### src/core/ebaru_consts.svh
// constants for the external bus address/ready unit
// assumes inclusion by bare name from the core design file
`ifndef EBARU_CONSTS_SVH
`define EBARU_CONSTS_SVH
`define EBARU_ADDR_W        20
`define EBARU_DATA_W        16
`define EBARU_DRAM_ROW_BITS 10
`define EBARU_SYS_CLK_MHZ   25
`define EBARU_BUS_CLK_DIV   2
`define EBARU_CAPTURE_RST   16'h0000
`endif

### src/core/ebaru_pkg.sv
// types for the external bus address/ready unit
// assumes nothing of its surroundings
package ebaru_pkg;
   typedef enum logic [2:0] {
      ST_IDLE = 3'b000,
      ST_T1   = 3'b001,
      ST_T2   = 3'b010,
      ST_T3   = 3'b011,
      ST_TW   = 3'b100,
      ST_T4   = 3'b101
   } ebaru_state_t;
endpackage : ebaru_pkg

### src/core/ebaru_core.sv
// external bus front end: address outputs, muxed address/data, strobe, ready, reset capture
// assumes pins are resolved outside from out/oe_n/pd_en triples, one sys_clk domain
// Functional notes
// - nonmux address appears half a bus clock before muxed address.
// - bus hold or reset floats nonmux address with pulldowns.
// - dram region: row then column driven on nonmux address.
// - upper and lower ranges select dram mode independently.
// - address in first state, data driven or sampled in later states.
// - reset strap can suppress the muxed address phase.
// - muxed lines float in hold, float with pulldowns in reset.
// - muxed pin levels during reset are kept for software reads.
// - strobe pulses with address valid at its falling edge.
// - strobe floats with pulldown during hold or reset.
// - async ready is active high, from the addressed device.
// - unsynchronised ready release may add one wait period.
// - async or sync ready decides whether the transfer ends or waits.
`include "ebaru_consts.svh"
`timescale 1ns/1ps
`default_nettype none
module ebaru_core
   import ebaru_pkg::*;
#(
   parameter int ADDR_W   = `EBARU_ADDR_W,
   parameter int DATA_W   = `EBARU_DATA_W,
   parameter int ROW_BITS = `EBARU_DRAM_ROW_BITS
) (
   input  wire logic              sys_clk,
   input  wire logic              rst,
   input  wire logic              req_valid,
   output logic                   req_ready,
   input  wire logic              req_write,
   input  wire logic [ADDR_W-1:0] req_addr,
   input  wire logic [DATA_W-1:0] req_wdata,
   input  wire logic              req_upper_region,
   input  wire logic              req_lower_region,
   input  wire logic              dram_upper_en,
   input  wire logic              dram_lower_en,
   output logic [DATA_W-1:0]      rd_data,
   output logic                   done,
   input  wire logic              hold_req,
   output logic                   hold_ack,
   output logic [ADDR_W-1:0]      nonmux_address_out,
   output logic                   nonmux_address_oe_n,
   output logic                   nonmux_address_pd_en,
   input  wire logic [DATA_W-1:0] muxed_addr_data_in,
   output logic [DATA_W-1:0]      muxed_addr_data_out,
   output logic                   muxed_addr_data_oe_n,
   output logic                   muxed_addr_data_pd_en,
   output logic                   ale_out,
   output logic                   ale_oe_n,
   output logic                   ale_pd_en,
   output logic                   bus_clock_out,
   input  wire logic              async_ready_in,
   input  wire logic              sync_ready_in,
   input  wire logic              address_phase_enable_strap,
   output logic [DATA_W-1:0]      reset_config_capture,
   output logic                   address_phase_enabled
);

   ebaru_state_t      state_reg;
   logic              phase_reg;
   logic              hold_reg;
   logic [ADDR_W-1:0] addr_reg;
   logic [DATA_W-1:0] wdata_reg;
   logic              write_reg;
   logic              dram_reg;
   logic [ADDR_W-1:0] nonmux_reg;
   logic [DATA_W-1:0] ad_out_reg;
   logic              ad_oe_n_reg;
   logic              ale_reg;
   logic [DATA_W-1:0] rd_data_reg;
   logic              done_reg;
   logic [DATA_W-1:0] capture_reg;
   logic              addr_phase_en_reg;
   logic [DATA_W-1:0] ad_s1_reg;
   logic [DATA_W-1:0] ad_s2_reg;
   logic [1:0]        async_ready_sync_reg;
   logic [1:0]        sync_ready_sync_reg;
   logic [1:0]        hold_sync_reg;
   logic [1:0]        strap_sync_reg;
   logic              tick;
   logic              ready_s;
   logic              take;
   logic              dram_sel;

   // pin synchronisers, kept out of reset so the reset capture sees live levels
   always_ff @(posedge sys_clk) begin
      ad_s1_reg            <= muxed_addr_data_in;
      ad_s2_reg            <= ad_s1_reg;
      async_ready_sync_reg <= {async_ready_sync_reg[0], async_ready_in};
      sync_ready_sync_reg  <= {sync_ready_sync_reg[0], sync_ready_in};
      strap_sync_reg       <= {strap_sync_reg[0], address_phase_enable_strap};
      hold_sync_reg        <= {hold_sync_reg[0], hold_req};
   end

   // combined ready; the sync stages cost the extra wait on a late release
   assign ready_s = async_ready_sync_reg[1] | sync_ready_sync_reg[1];
   // one bus clock spans two sys_clk cycles; tick ends each bus state
   assign tick = phase_reg;
   assign dram_sel = (req_upper_region & dram_upper_en) | (req_lower_region & dram_lower_en);
   assign req_ready = (state_reg == ST_IDLE) & tick & ~hold_sync_reg[1] & ~hold_reg & ~rst;
   assign take = req_ready & req_valid;

   // bus clock divider
   always_ff @(posedge sys_clk) begin
      if (rst) begin
         phase_reg <= 1'b0;
      end else begin
         phase_reg <= ~phase_reg;
      end
   end

   // strap and pin capture happen only while reset is held
   always_ff @(posedge sys_clk) begin
      if (rst) begin
         capture_reg       <= ad_s2_reg;
         addr_phase_en_reg <= strap_sync_reg[1];
      end
   end

   // bus hold is granted only between cycles, and hold wins over a new request
   always_ff @(posedge sys_clk) begin
      if (rst) begin
         hold_reg <= 1'b0;
      end else if (tick && state_reg == ST_IDLE) begin
         hold_reg <= hold_sync_reg[1];
      end
   end

   // bus state sequence
   always_ff @(posedge sys_clk) begin
      if (rst) begin
         state_reg <= ST_IDLE;
      end else if (take) begin
         state_reg <= ST_T1;
      end else if (tick) begin
         unique case (state_reg)
            ST_IDLE: state_reg <= ST_IDLE;
            ST_T1:   state_reg <= ST_T2;
            ST_T2:   state_reg <= ST_T3;
            ST_T3:   state_reg <= ready_s ? ST_T4 : ST_TW;
            ST_TW:   state_reg <= ready_s ? ST_T4 : ST_TW;
            ST_T4:   state_reg <= ST_IDLE;
            default: state_reg <= ST_IDLE;
         endcase
      end
   end

   // request latch
   always_ff @(posedge sys_clk) begin
      if (rst) begin
         addr_reg  <= '0;
         wdata_reg <= '0;
         write_reg <= 1'b0;
         dram_reg  <= 1'b0;
      end else if (take) begin
         addr_reg  <= req_addr;
         wdata_reg <= req_wdata;
         write_reg <= req_write;
         dram_reg  <= dram_sel;
      end
   end

   // nonmux address: set at start of the first state, half a bus clock ahead
   always_ff @(posedge sys_clk) begin
      if (rst) begin
         nonmux_reg <= '0;
      end else if (take) begin
         nonmux_reg <= dram_sel ? (req_addr >> ROW_BITS) : req_addr;
      end else if (state_reg == ST_T1 && tick && dram_reg) begin
         nonmux_reg <= {{(ADDR_W-ROW_BITS){1'b0}}, addr_reg[ROW_BITS-1:0]};
      end
   end

   // muxed lines: address in second half of the first state, then data
   always_ff @(posedge sys_clk) begin
      if (rst) begin
         ad_out_reg  <= '0;
         ad_oe_n_reg <= 1'b1;
      end else if (state_reg == ST_T1 && !tick) begin
         ad_out_reg  <= addr_reg[DATA_W-1:0];
         ad_oe_n_reg <= ~addr_phase_en_reg;
      end else if (state_reg == ST_T1 && tick) begin
         ad_out_reg  <= wdata_reg;
         ad_oe_n_reg <= ~write_reg;
      end else if (state_reg == ST_T4 && tick) begin
         ad_oe_n_reg <= 1'b1;
      end
   end

   // strobe high over the muxed address half, falls as data begins
   always_ff @(posedge sys_clk) begin
      if (rst) begin
         ale_reg <= 1'b0;
      end else begin
         ale_reg <= (state_reg == ST_T1) && !tick;
      end
   end

   // read data taken at the end of the fourth state
   always_ff @(posedge sys_clk) begin
      if (rst) begin
         rd_data_reg <= '0;
         done_reg    <= 1'b0;
      end else begin
         done_reg <= (state_reg == ST_T4) && tick;
         if (state_reg == ST_T4 && tick && !write_reg) begin
            rd_data_reg <= ad_s2_reg;
         end
      end
   end

   // pin drive; enables float the pins combinationally so reset acts at once
   assign nonmux_address_out    = nonmux_reg;
   assign nonmux_address_oe_n   = rst | hold_reg;
   assign nonmux_address_pd_en  = rst | hold_reg;
   assign muxed_addr_data_out   = ad_out_reg;
   assign muxed_addr_data_oe_n  = rst | hold_reg | ad_oe_n_reg;
   assign muxed_addr_data_pd_en = rst;
   assign ale_out               = ale_reg;
   assign ale_oe_n              = rst | hold_reg;
   assign ale_pd_en             = rst | hold_reg;
   assign bus_clock_out         = phase_reg;
   assign hold_ack              = hold_reg;
   assign rd_data               = rd_data_reg;
   assign done                  = done_reg;
   assign reset_config_capture  = capture_reg;
   assign address_phase_enabled = addr_phase_en_reg;

   property p_addr_lead;
      @(posedge sys_clk) disable iff (rst)
      $rose(ale_reg) |-> $stable(nonmux_reg) && $past(state_reg) == ST_T1;
   endproperty
   a_addr_lead: assert property (p_addr_lead) else $error("nonmux address not ahead of muxed address");
   property p_hold_nonmux;
      @(posedge sys_clk) disable iff (rst)
      hold_reg |-> nonmux_address_oe_n && nonmux_address_pd_en;
   endproperty
   a_hold_nonmux: assert property (p_hold_nonmux) else $error("nonmux address driven in hold");
   property p_dram_col;
      @(posedge sys_clk) disable iff (rst)
      (state_reg == ST_T1 && tick && dram_reg) |=> nonmux_reg == {{(ADDR_W-ROW_BITS){1'b0}}, addr_reg[ROW_BITS-1:0]};
   endproperty
   a_dram_col: assert property (p_dram_col) else $error("dram column address missing");
   property p_dram_indep;
      @(posedge sys_clk) disable iff (rst)
      (take && req_upper_region && dram_upper_en) |=> dram_reg ##1 (nonmux_reg == (addr_reg >> ROW_BITS));
   endproperty
   a_dram_indep: assert property (p_dram_indep) else $error("upper range dram mode ignored");
   property p_addr_phase;
      @(posedge sys_clk) disable iff (rst)
      (state_reg == ST_T1 && !tick && addr_phase_en_reg && !hold_reg) |=> !muxed_addr_data_oe_n
         && muxed_addr_data_out == addr_reg[DATA_W-1:0];
   endproperty
   a_addr_phase: assert property (p_addr_phase) else $error("muxed address phase missing");
   property p_suppress;
      @(posedge sys_clk) disable iff (rst)
      (!addr_phase_en_reg && ale_reg) |-> muxed_addr_data_oe_n;
   endproperty
   a_suppress: assert property (p_suppress) else $error("address phase not suppressed");
   property p_hold_muxed;
      @(posedge sys_clk) disable iff (rst)
      hold_reg |-> muxed_addr_data_oe_n && !muxed_addr_data_pd_en;
   endproperty
   a_hold_muxed: assert property (p_hold_muxed) else $error("muxed lines wrong in hold");
   property p_capture;
      @(posedge sys_clk) disable iff (rst)
      $fell(rst) |-> capture_reg == $past(muxed_addr_data_in, 3);
   endproperty
   a_capture: assert property (p_capture) else $error("reset capture lost pin levels");
   property p_strobe_fall;
      @(posedge sys_clk) disable iff (rst)
      $fell(ale_reg) && addr_phase_en_reg |-> $past(muxed_addr_data_out) == addr_reg[DATA_W-1:0];
   endproperty
   a_strobe_fall: assert property (p_strobe_fall) else $error("address invalid at strobe fall");
   property p_hold_ale;
      @(posedge sys_clk) disable iff (rst)
      hold_reg |-> ale_oe_n && ale_pd_en;
   endproperty
   a_hold_ale: assert property (p_hold_ale) else $error("strobe driven in hold");
   property p_wait;
      @(posedge sys_clk) disable iff (rst)
      ((state_reg == ST_T3 || state_reg == ST_TW) && tick) |=>
         state_reg == ($past(ready_s) ? ST_T4 : ST_TW);
   endproperty
   a_wait: assert property (p_wait) else $error("wait state sequence wrong");
   property p_end;
      @(posedge sys_clk) disable iff (rst)
      (state_reg == ST_T4 && tick) |=> done_reg && state_reg == ST_IDLE;
   endproperty
   a_end: assert property (p_end) else $error("cycle did not finish after fourth state");

endmodule : ebaru_core
`default_nettype wire

### config.mk
export PLATFORM = sky130hd
export DESIGN_NAME = ebaru_core
export DESIGN_NICKNAME = d
export VERILOG_FILES = /design/src/core/ebaru_pkg.sv /design/src/core/ebaru_core.sv
export VERILOG_INCLUDE_DIRS = /design/src /design/src/core
export SDC_FILE = /design/constraint.sdc
export NUM_CORES = 1
export LEC_CHECK = 0
export ABC_CLOCK_PERIOD_IN_PS = 1800
export BUFFER_PORTS_ARGS = -buffer_cell sky130_fd_sc_hd__buf_4
export CORE_MARGIN = 2
export CORE_UTILIZATION = 46
export DETAILED_ROUTE_END_ITERATION = 10
export PLACE_DENSITY_LB_ADDON = 0.05
export SLEW_MARGIN = 20
export SYNTH_ARGS = -nofsm -noshare
export SYNTH_HDL_FRONTEND = slang
export SYNTH_SLANG_ARGS = --single-unit
### constraint.sdc
create_clock -name sys_clk -period 1.8 [get_ports sys_clk]
set_clock_uncertainty 0.2 [all_clocks]
set_input_delay 0.36 -clock sys_clk [delete_from_list [all_inputs] [get_ports sys_clk]]
set_output_delay 0.36 -clock sys_clk [all_outputs]
set_load 0.05 [all_outputs]
# Word-level counts from Yosys, hierarchy flattened

Index checks and enable logic that the tools add are counted.
W data, S select, Z words.

Register bits after elaboration: 151
Input port bits: 64

Equal/unequal tests: 5
Multiplexer cells: 12
Bitwise operators: 17
Reductions and logical operators: 15

Operator list:

| operator             | count |
|---|---|
| $mux W20             | 3 |
| $mux W16             | 2 |
| $pmux W3 S3          | 1 |
| $and A1 B1 Y1        | 7 |
| $eq A3 B2 Y1 const B | 2 |
| $eq A3 B3 Y1 const B | 2 |
| $logic_and A1 B1 Y1  | 6 |
| $mux W1              | 6 |
| $not A1 Y1           | 6 |
| $reduce_bool A2 Y1   | 3 |
| $or A1 B1 Y1         | 4 |
| $reduce_or A2 Y1     | 2 |
| $eq A3 B1 Y1 const B | 1 |
| $logic_not A3 Y1     | 1 |
| $reduce_bool A3 Y1   | 1 |
| $logic_not A1 Y1     | 2 |

# Logic depth before layout (Yosys ltp)

Depth after elaboration: 7
Gate-level depth with buffers: 8

# Worst setup path before layout

Ideal clock, no wire load.

Path kind: register -> register
Start: reg phase_reg, in the netlist bus_clock_out
End: reg nonmux_reg[0], in the netlist nonmux_address_out[0]
Setup time: 134 ps
Arrival time: 1836 ps
Path slack: -370 ps
Stages on the path, launching flop included: 8
Period minus slack after synthesis: 2170 ps
Path through: dfxtp_1 buf_2 and4bb_2 clkbuf_1 nand2_1 buf_2 a211oi_1 a211oi_1

Word-level cells in the longest chain between the ends: 6
Elaborated cells between the ends (all ways): 9

Ends and longest elaborated chain:

| what                                                  | line              | RTL |
|---|---|---|
| start, declared                                       | ebaru_core.sv:61  | `logic phase_reg;` |
| start signal, assigned                                | ebaru_core.sv:109 | `phase_reg <= ~phase_reg;` |
| $and A1 B1 Y1 (4 in series)                           | ebaru_core.sv:101 | `assign req_ready = (state_reg == ST_IDLE) & tick & ~hold_sync_reg[1] & ~hold_reg & ~rst;` |
| $and A1 B1 Y1                                         | ebaru_core.sv:102 | `assign take = req_ready & req_valid;` |
| $mux W20 / $reduce_bool A2 Y1 (equally long branches) | --                |  |
| end signal, assigned                                  | ebaru_core.sv:169 | `nonmux_reg <= dram_sel ? (req_addr >> ROW_BITS) : req_addr;` |
| end signal, assigned                                  | ebaru_core.sv:171 | `nonmux_reg <= {{(ADDR_W-ROW_BITS){1'b0}}, addr_reg[ROW_BITS-1:0]};` |
| end, declared                                         | ebaru_core.sv:67  | `logic [ADDR_W-1:0] nonmux_reg;` |

Parallel ways exist; a longest one is shown, timed or not.
A chain may end at the register's enable or synchronous reset.

# Final worst setup path

Start: reg state_reg[2]
End: out req_ready

Word-level cells in the longest chain between the ends: 5

Ends and longest elaborated chain:

| what                        | line              | RTL |
|---|---|---|
| start, declared             | ebaru_core.sv:60  | `ebaru_state_t state_reg;` |
| start signal, assigned      | ebaru_core.sv:141 | `ST_T3: state_reg <= ready_s ? ST_T4 : ST_TW;` |
| start signal, assigned      | ebaru_core.sv:142 | `ST_TW: state_reg <= ready_s ? ST_T4 : ST_TW;` |
| $logic_not A3 Y1            | ebaru_core.sv:101 |  |
| $and A1 B1 Y1 (4 in series) | ebaru_core.sv:101 |  |
| end, declared               | ebaru_core.sv:30  | `output logic req_ready,` |

No other way between the ends.

==> qor.txt <==
Status - finished with violations
Failing checks - setup timing
# setup viols final - 63
Hold Crit Class - reg -> reg
Layout Nets - 788
Synth top area share - 52.28%
Count leader, synth - dfxtp_1
Post-Synth XOR/XNOR Area - 0%
Die height - 109.6 µm
Syn Inst Count - 511
Max Freq - 0.4837 GHz
Clk slew on worst S/H paths - 60 ps
GP Congestion - 0.8177
Synth top area cells - dfxtp_1 52%, edfxtp_1 9.9%, nand2_1 7.3%
Yosys reg bits - 151
Clk Latency, worst-skew pair - 530 ps
Fin. max-slew vios - 0
CTS tree - yes
Vias - 4508
Final Non-Filler Cells - 877
Leakage Power - 3.269 nW
CP max FO - 4
Setup WS post-layout - -267.4 ps
Distinct cells, synth - 34
DIE AREA - 12020 µm²
First-pass GRT wire length - 21150 µm
Antenna Nets Post-Route - 0
Syn Nets - 575
Worst Max-Slew Pin Slew - 630.0 ps
Hold slack - 124.1 ps
I/O pins - 144
Grt total ovfl - 0
CTS root buf - clkbuf_8
I/O Buffers - 143
Longest Clk Path Bufs - 2
Post-synthesis sequential area ratio - 62.23%
Area leader, netlist - dfxtp_1
Worst EP arrival - 1510 ps
Finished Cell Area - 8010 µm²
Critical Path Sink Type - output pin
Post-synthesis area per instance - 10.04 µm²
Simple-Gate Fraction of Synth Area - 17.65%
Initial Util - 47.33%
Crit path required time - 1240 ps
Async set-reset flop share out of synthesis - 0%
Core footprint - 10840 µm²
Max Cap Viol - 0
Largest net degree at the start of global routing - 57
TritonRoute pass-1 iters - 4
CTS Sinks - 151
H-tree levels - 4
Cell Pwr Density - 1011 nW/µm²
Max reg flops - 20
Final period util - 114.9%
Post-DP HPWL - 8428 µm
Inst Count DP - 769
Vias/cell - 5.140
Post-Syn Area - 5131 µm²
Slew HR - 58.00%
Crit Path Category - reg -> out
Flop2flop setup slack - -230 ps
Main combinational cell family by area after synthesis - simple AND/OR/NAND/NOR gates
Unrepaired setup endpoints after global routing - yes
Worst setup SP type - flip-flop
DR iter-0 viols - 219
Peak supply drop - 0.8292 mV
Ys flop type - dfxtp_1
Number of global-route vias before repair - 4342
Mux share of post-synthesis cell area - 2.146%
Compound-Gate Fraction of Synth Area - 12.92%
Area Growth Syn to Fin - 56.11%
Number of diodes - 0
Fraction of the mapped netlist area in adder cells - 0%
Row count - 38
GRT Overall Usage - 23.32%
Cell Area, Placed - 6381 µm²
Ratio of cells with drive above 1 in the final layout - 32.02%
Number of synthesized flops with an enable pin - 17
Die width - 109.6 µm
DR WL/cell - 16.42 µm
Post-synth top cells - 134 x dfxtp_1, 100 x nand2_1, 63 x a21oi_1, 24 x nor2_1, 23 x clkbuf_1
Num CTS Buffers - 17
Ys Warns - 0
Final Hold Fails - 0
Total Wirelength - 14400 µm
DRC violations left - 0
Initial antenna violation count - 0
Crit path time final - 2067 ps
==> layout by cell type (no fill, tap or decap), drive strengths merged, types with 4 or more instances in the layout <==
master	n
mux2i	11
nand2	100
clkinv	5
dlygate4sd3	58
a211oi	22
buf	178
clkbuf	27
nor3	5
a21oi	63
edfxtp	17
nor2	24
nor3b	17
bufinv	4
a221oi	16
and3	11
dfxtp	134
nand3	21
inv	4
==> power breakdown <==
part	switching [mW]	internal (mW)
Clock	1.37	2.37
Sequential	0.0489	3.51
Combinational	0.422	0.378
==> metrics by stage <==
stage	setup WS, ps	power (mW)	util [%]	TNS [ps]
final	-267.4	8.101	73.89	-8689
after global routing	-334.8	8.357	73.89	-14120
after CTS	-292.9	8.100	70.87	-2180
after detailed placement	-4.488	4.246	58.86	-7.621
after global placement	65.46	4.237	58.86	0
after floorplan	-12.15	3.990	-	-109.3
==> metal layers <==
layer,part of all wire (%),track usage [%],up-vias
met5,0,0,-
met4,1.7,8.861,0
met3,6.0,6.758,18
met2,49,38.45,134
met1,43,28.94,2162
li1,-,-,2194
==> area by class of cell <==
type                       instances  area, µm²
clock inverter                    11      168.9
tap                              140      175.2
clock buffer                      21      460.4
timing repair buffer             242       2250
multi-input combinational        309       1744
fill                             795       2830
sequential                       151       3201
inverter                           3      11.26
==> worst paths after layout <==
path | startpoint | endpoint | cells after the start
max | state_reg[2] | req_ready | 3
min | ad_s1_reg[14] | ad_s2_reg[14] | 0
max reg2reg | state_reg[2] | nonmux_address_out[12] | 8
min reg2reg | ad_s1_reg[14] | ad_s2_reg[14] | 0
==> kinds of logic (layout without fill, tap and decap cells) <==
logic type      after synthesis  in the layout
compound gates              107            107
buf+inv                      51            277
flops                       151            151
mux                          11             11
simple gates                191            191
==> timing repair <==
item | in CTS | in global routing
buffers inserted | 2 | 9
resized for setup | 13 | 25
hold buffers | 58 | 0
endpoints found under the hold margin | 71 | 0
setup endpoints to repair | 10 | 79
pin swaps | 3 | 21
cloned | 1 | 6
==> worst max-delay path, stage by stage, from the launching register on <==
cell     delay [ps]
dfxtp_2         340
nor4b_4         300
and2_4          200
buf_8           140
Power figures use the tool's default switching activity.
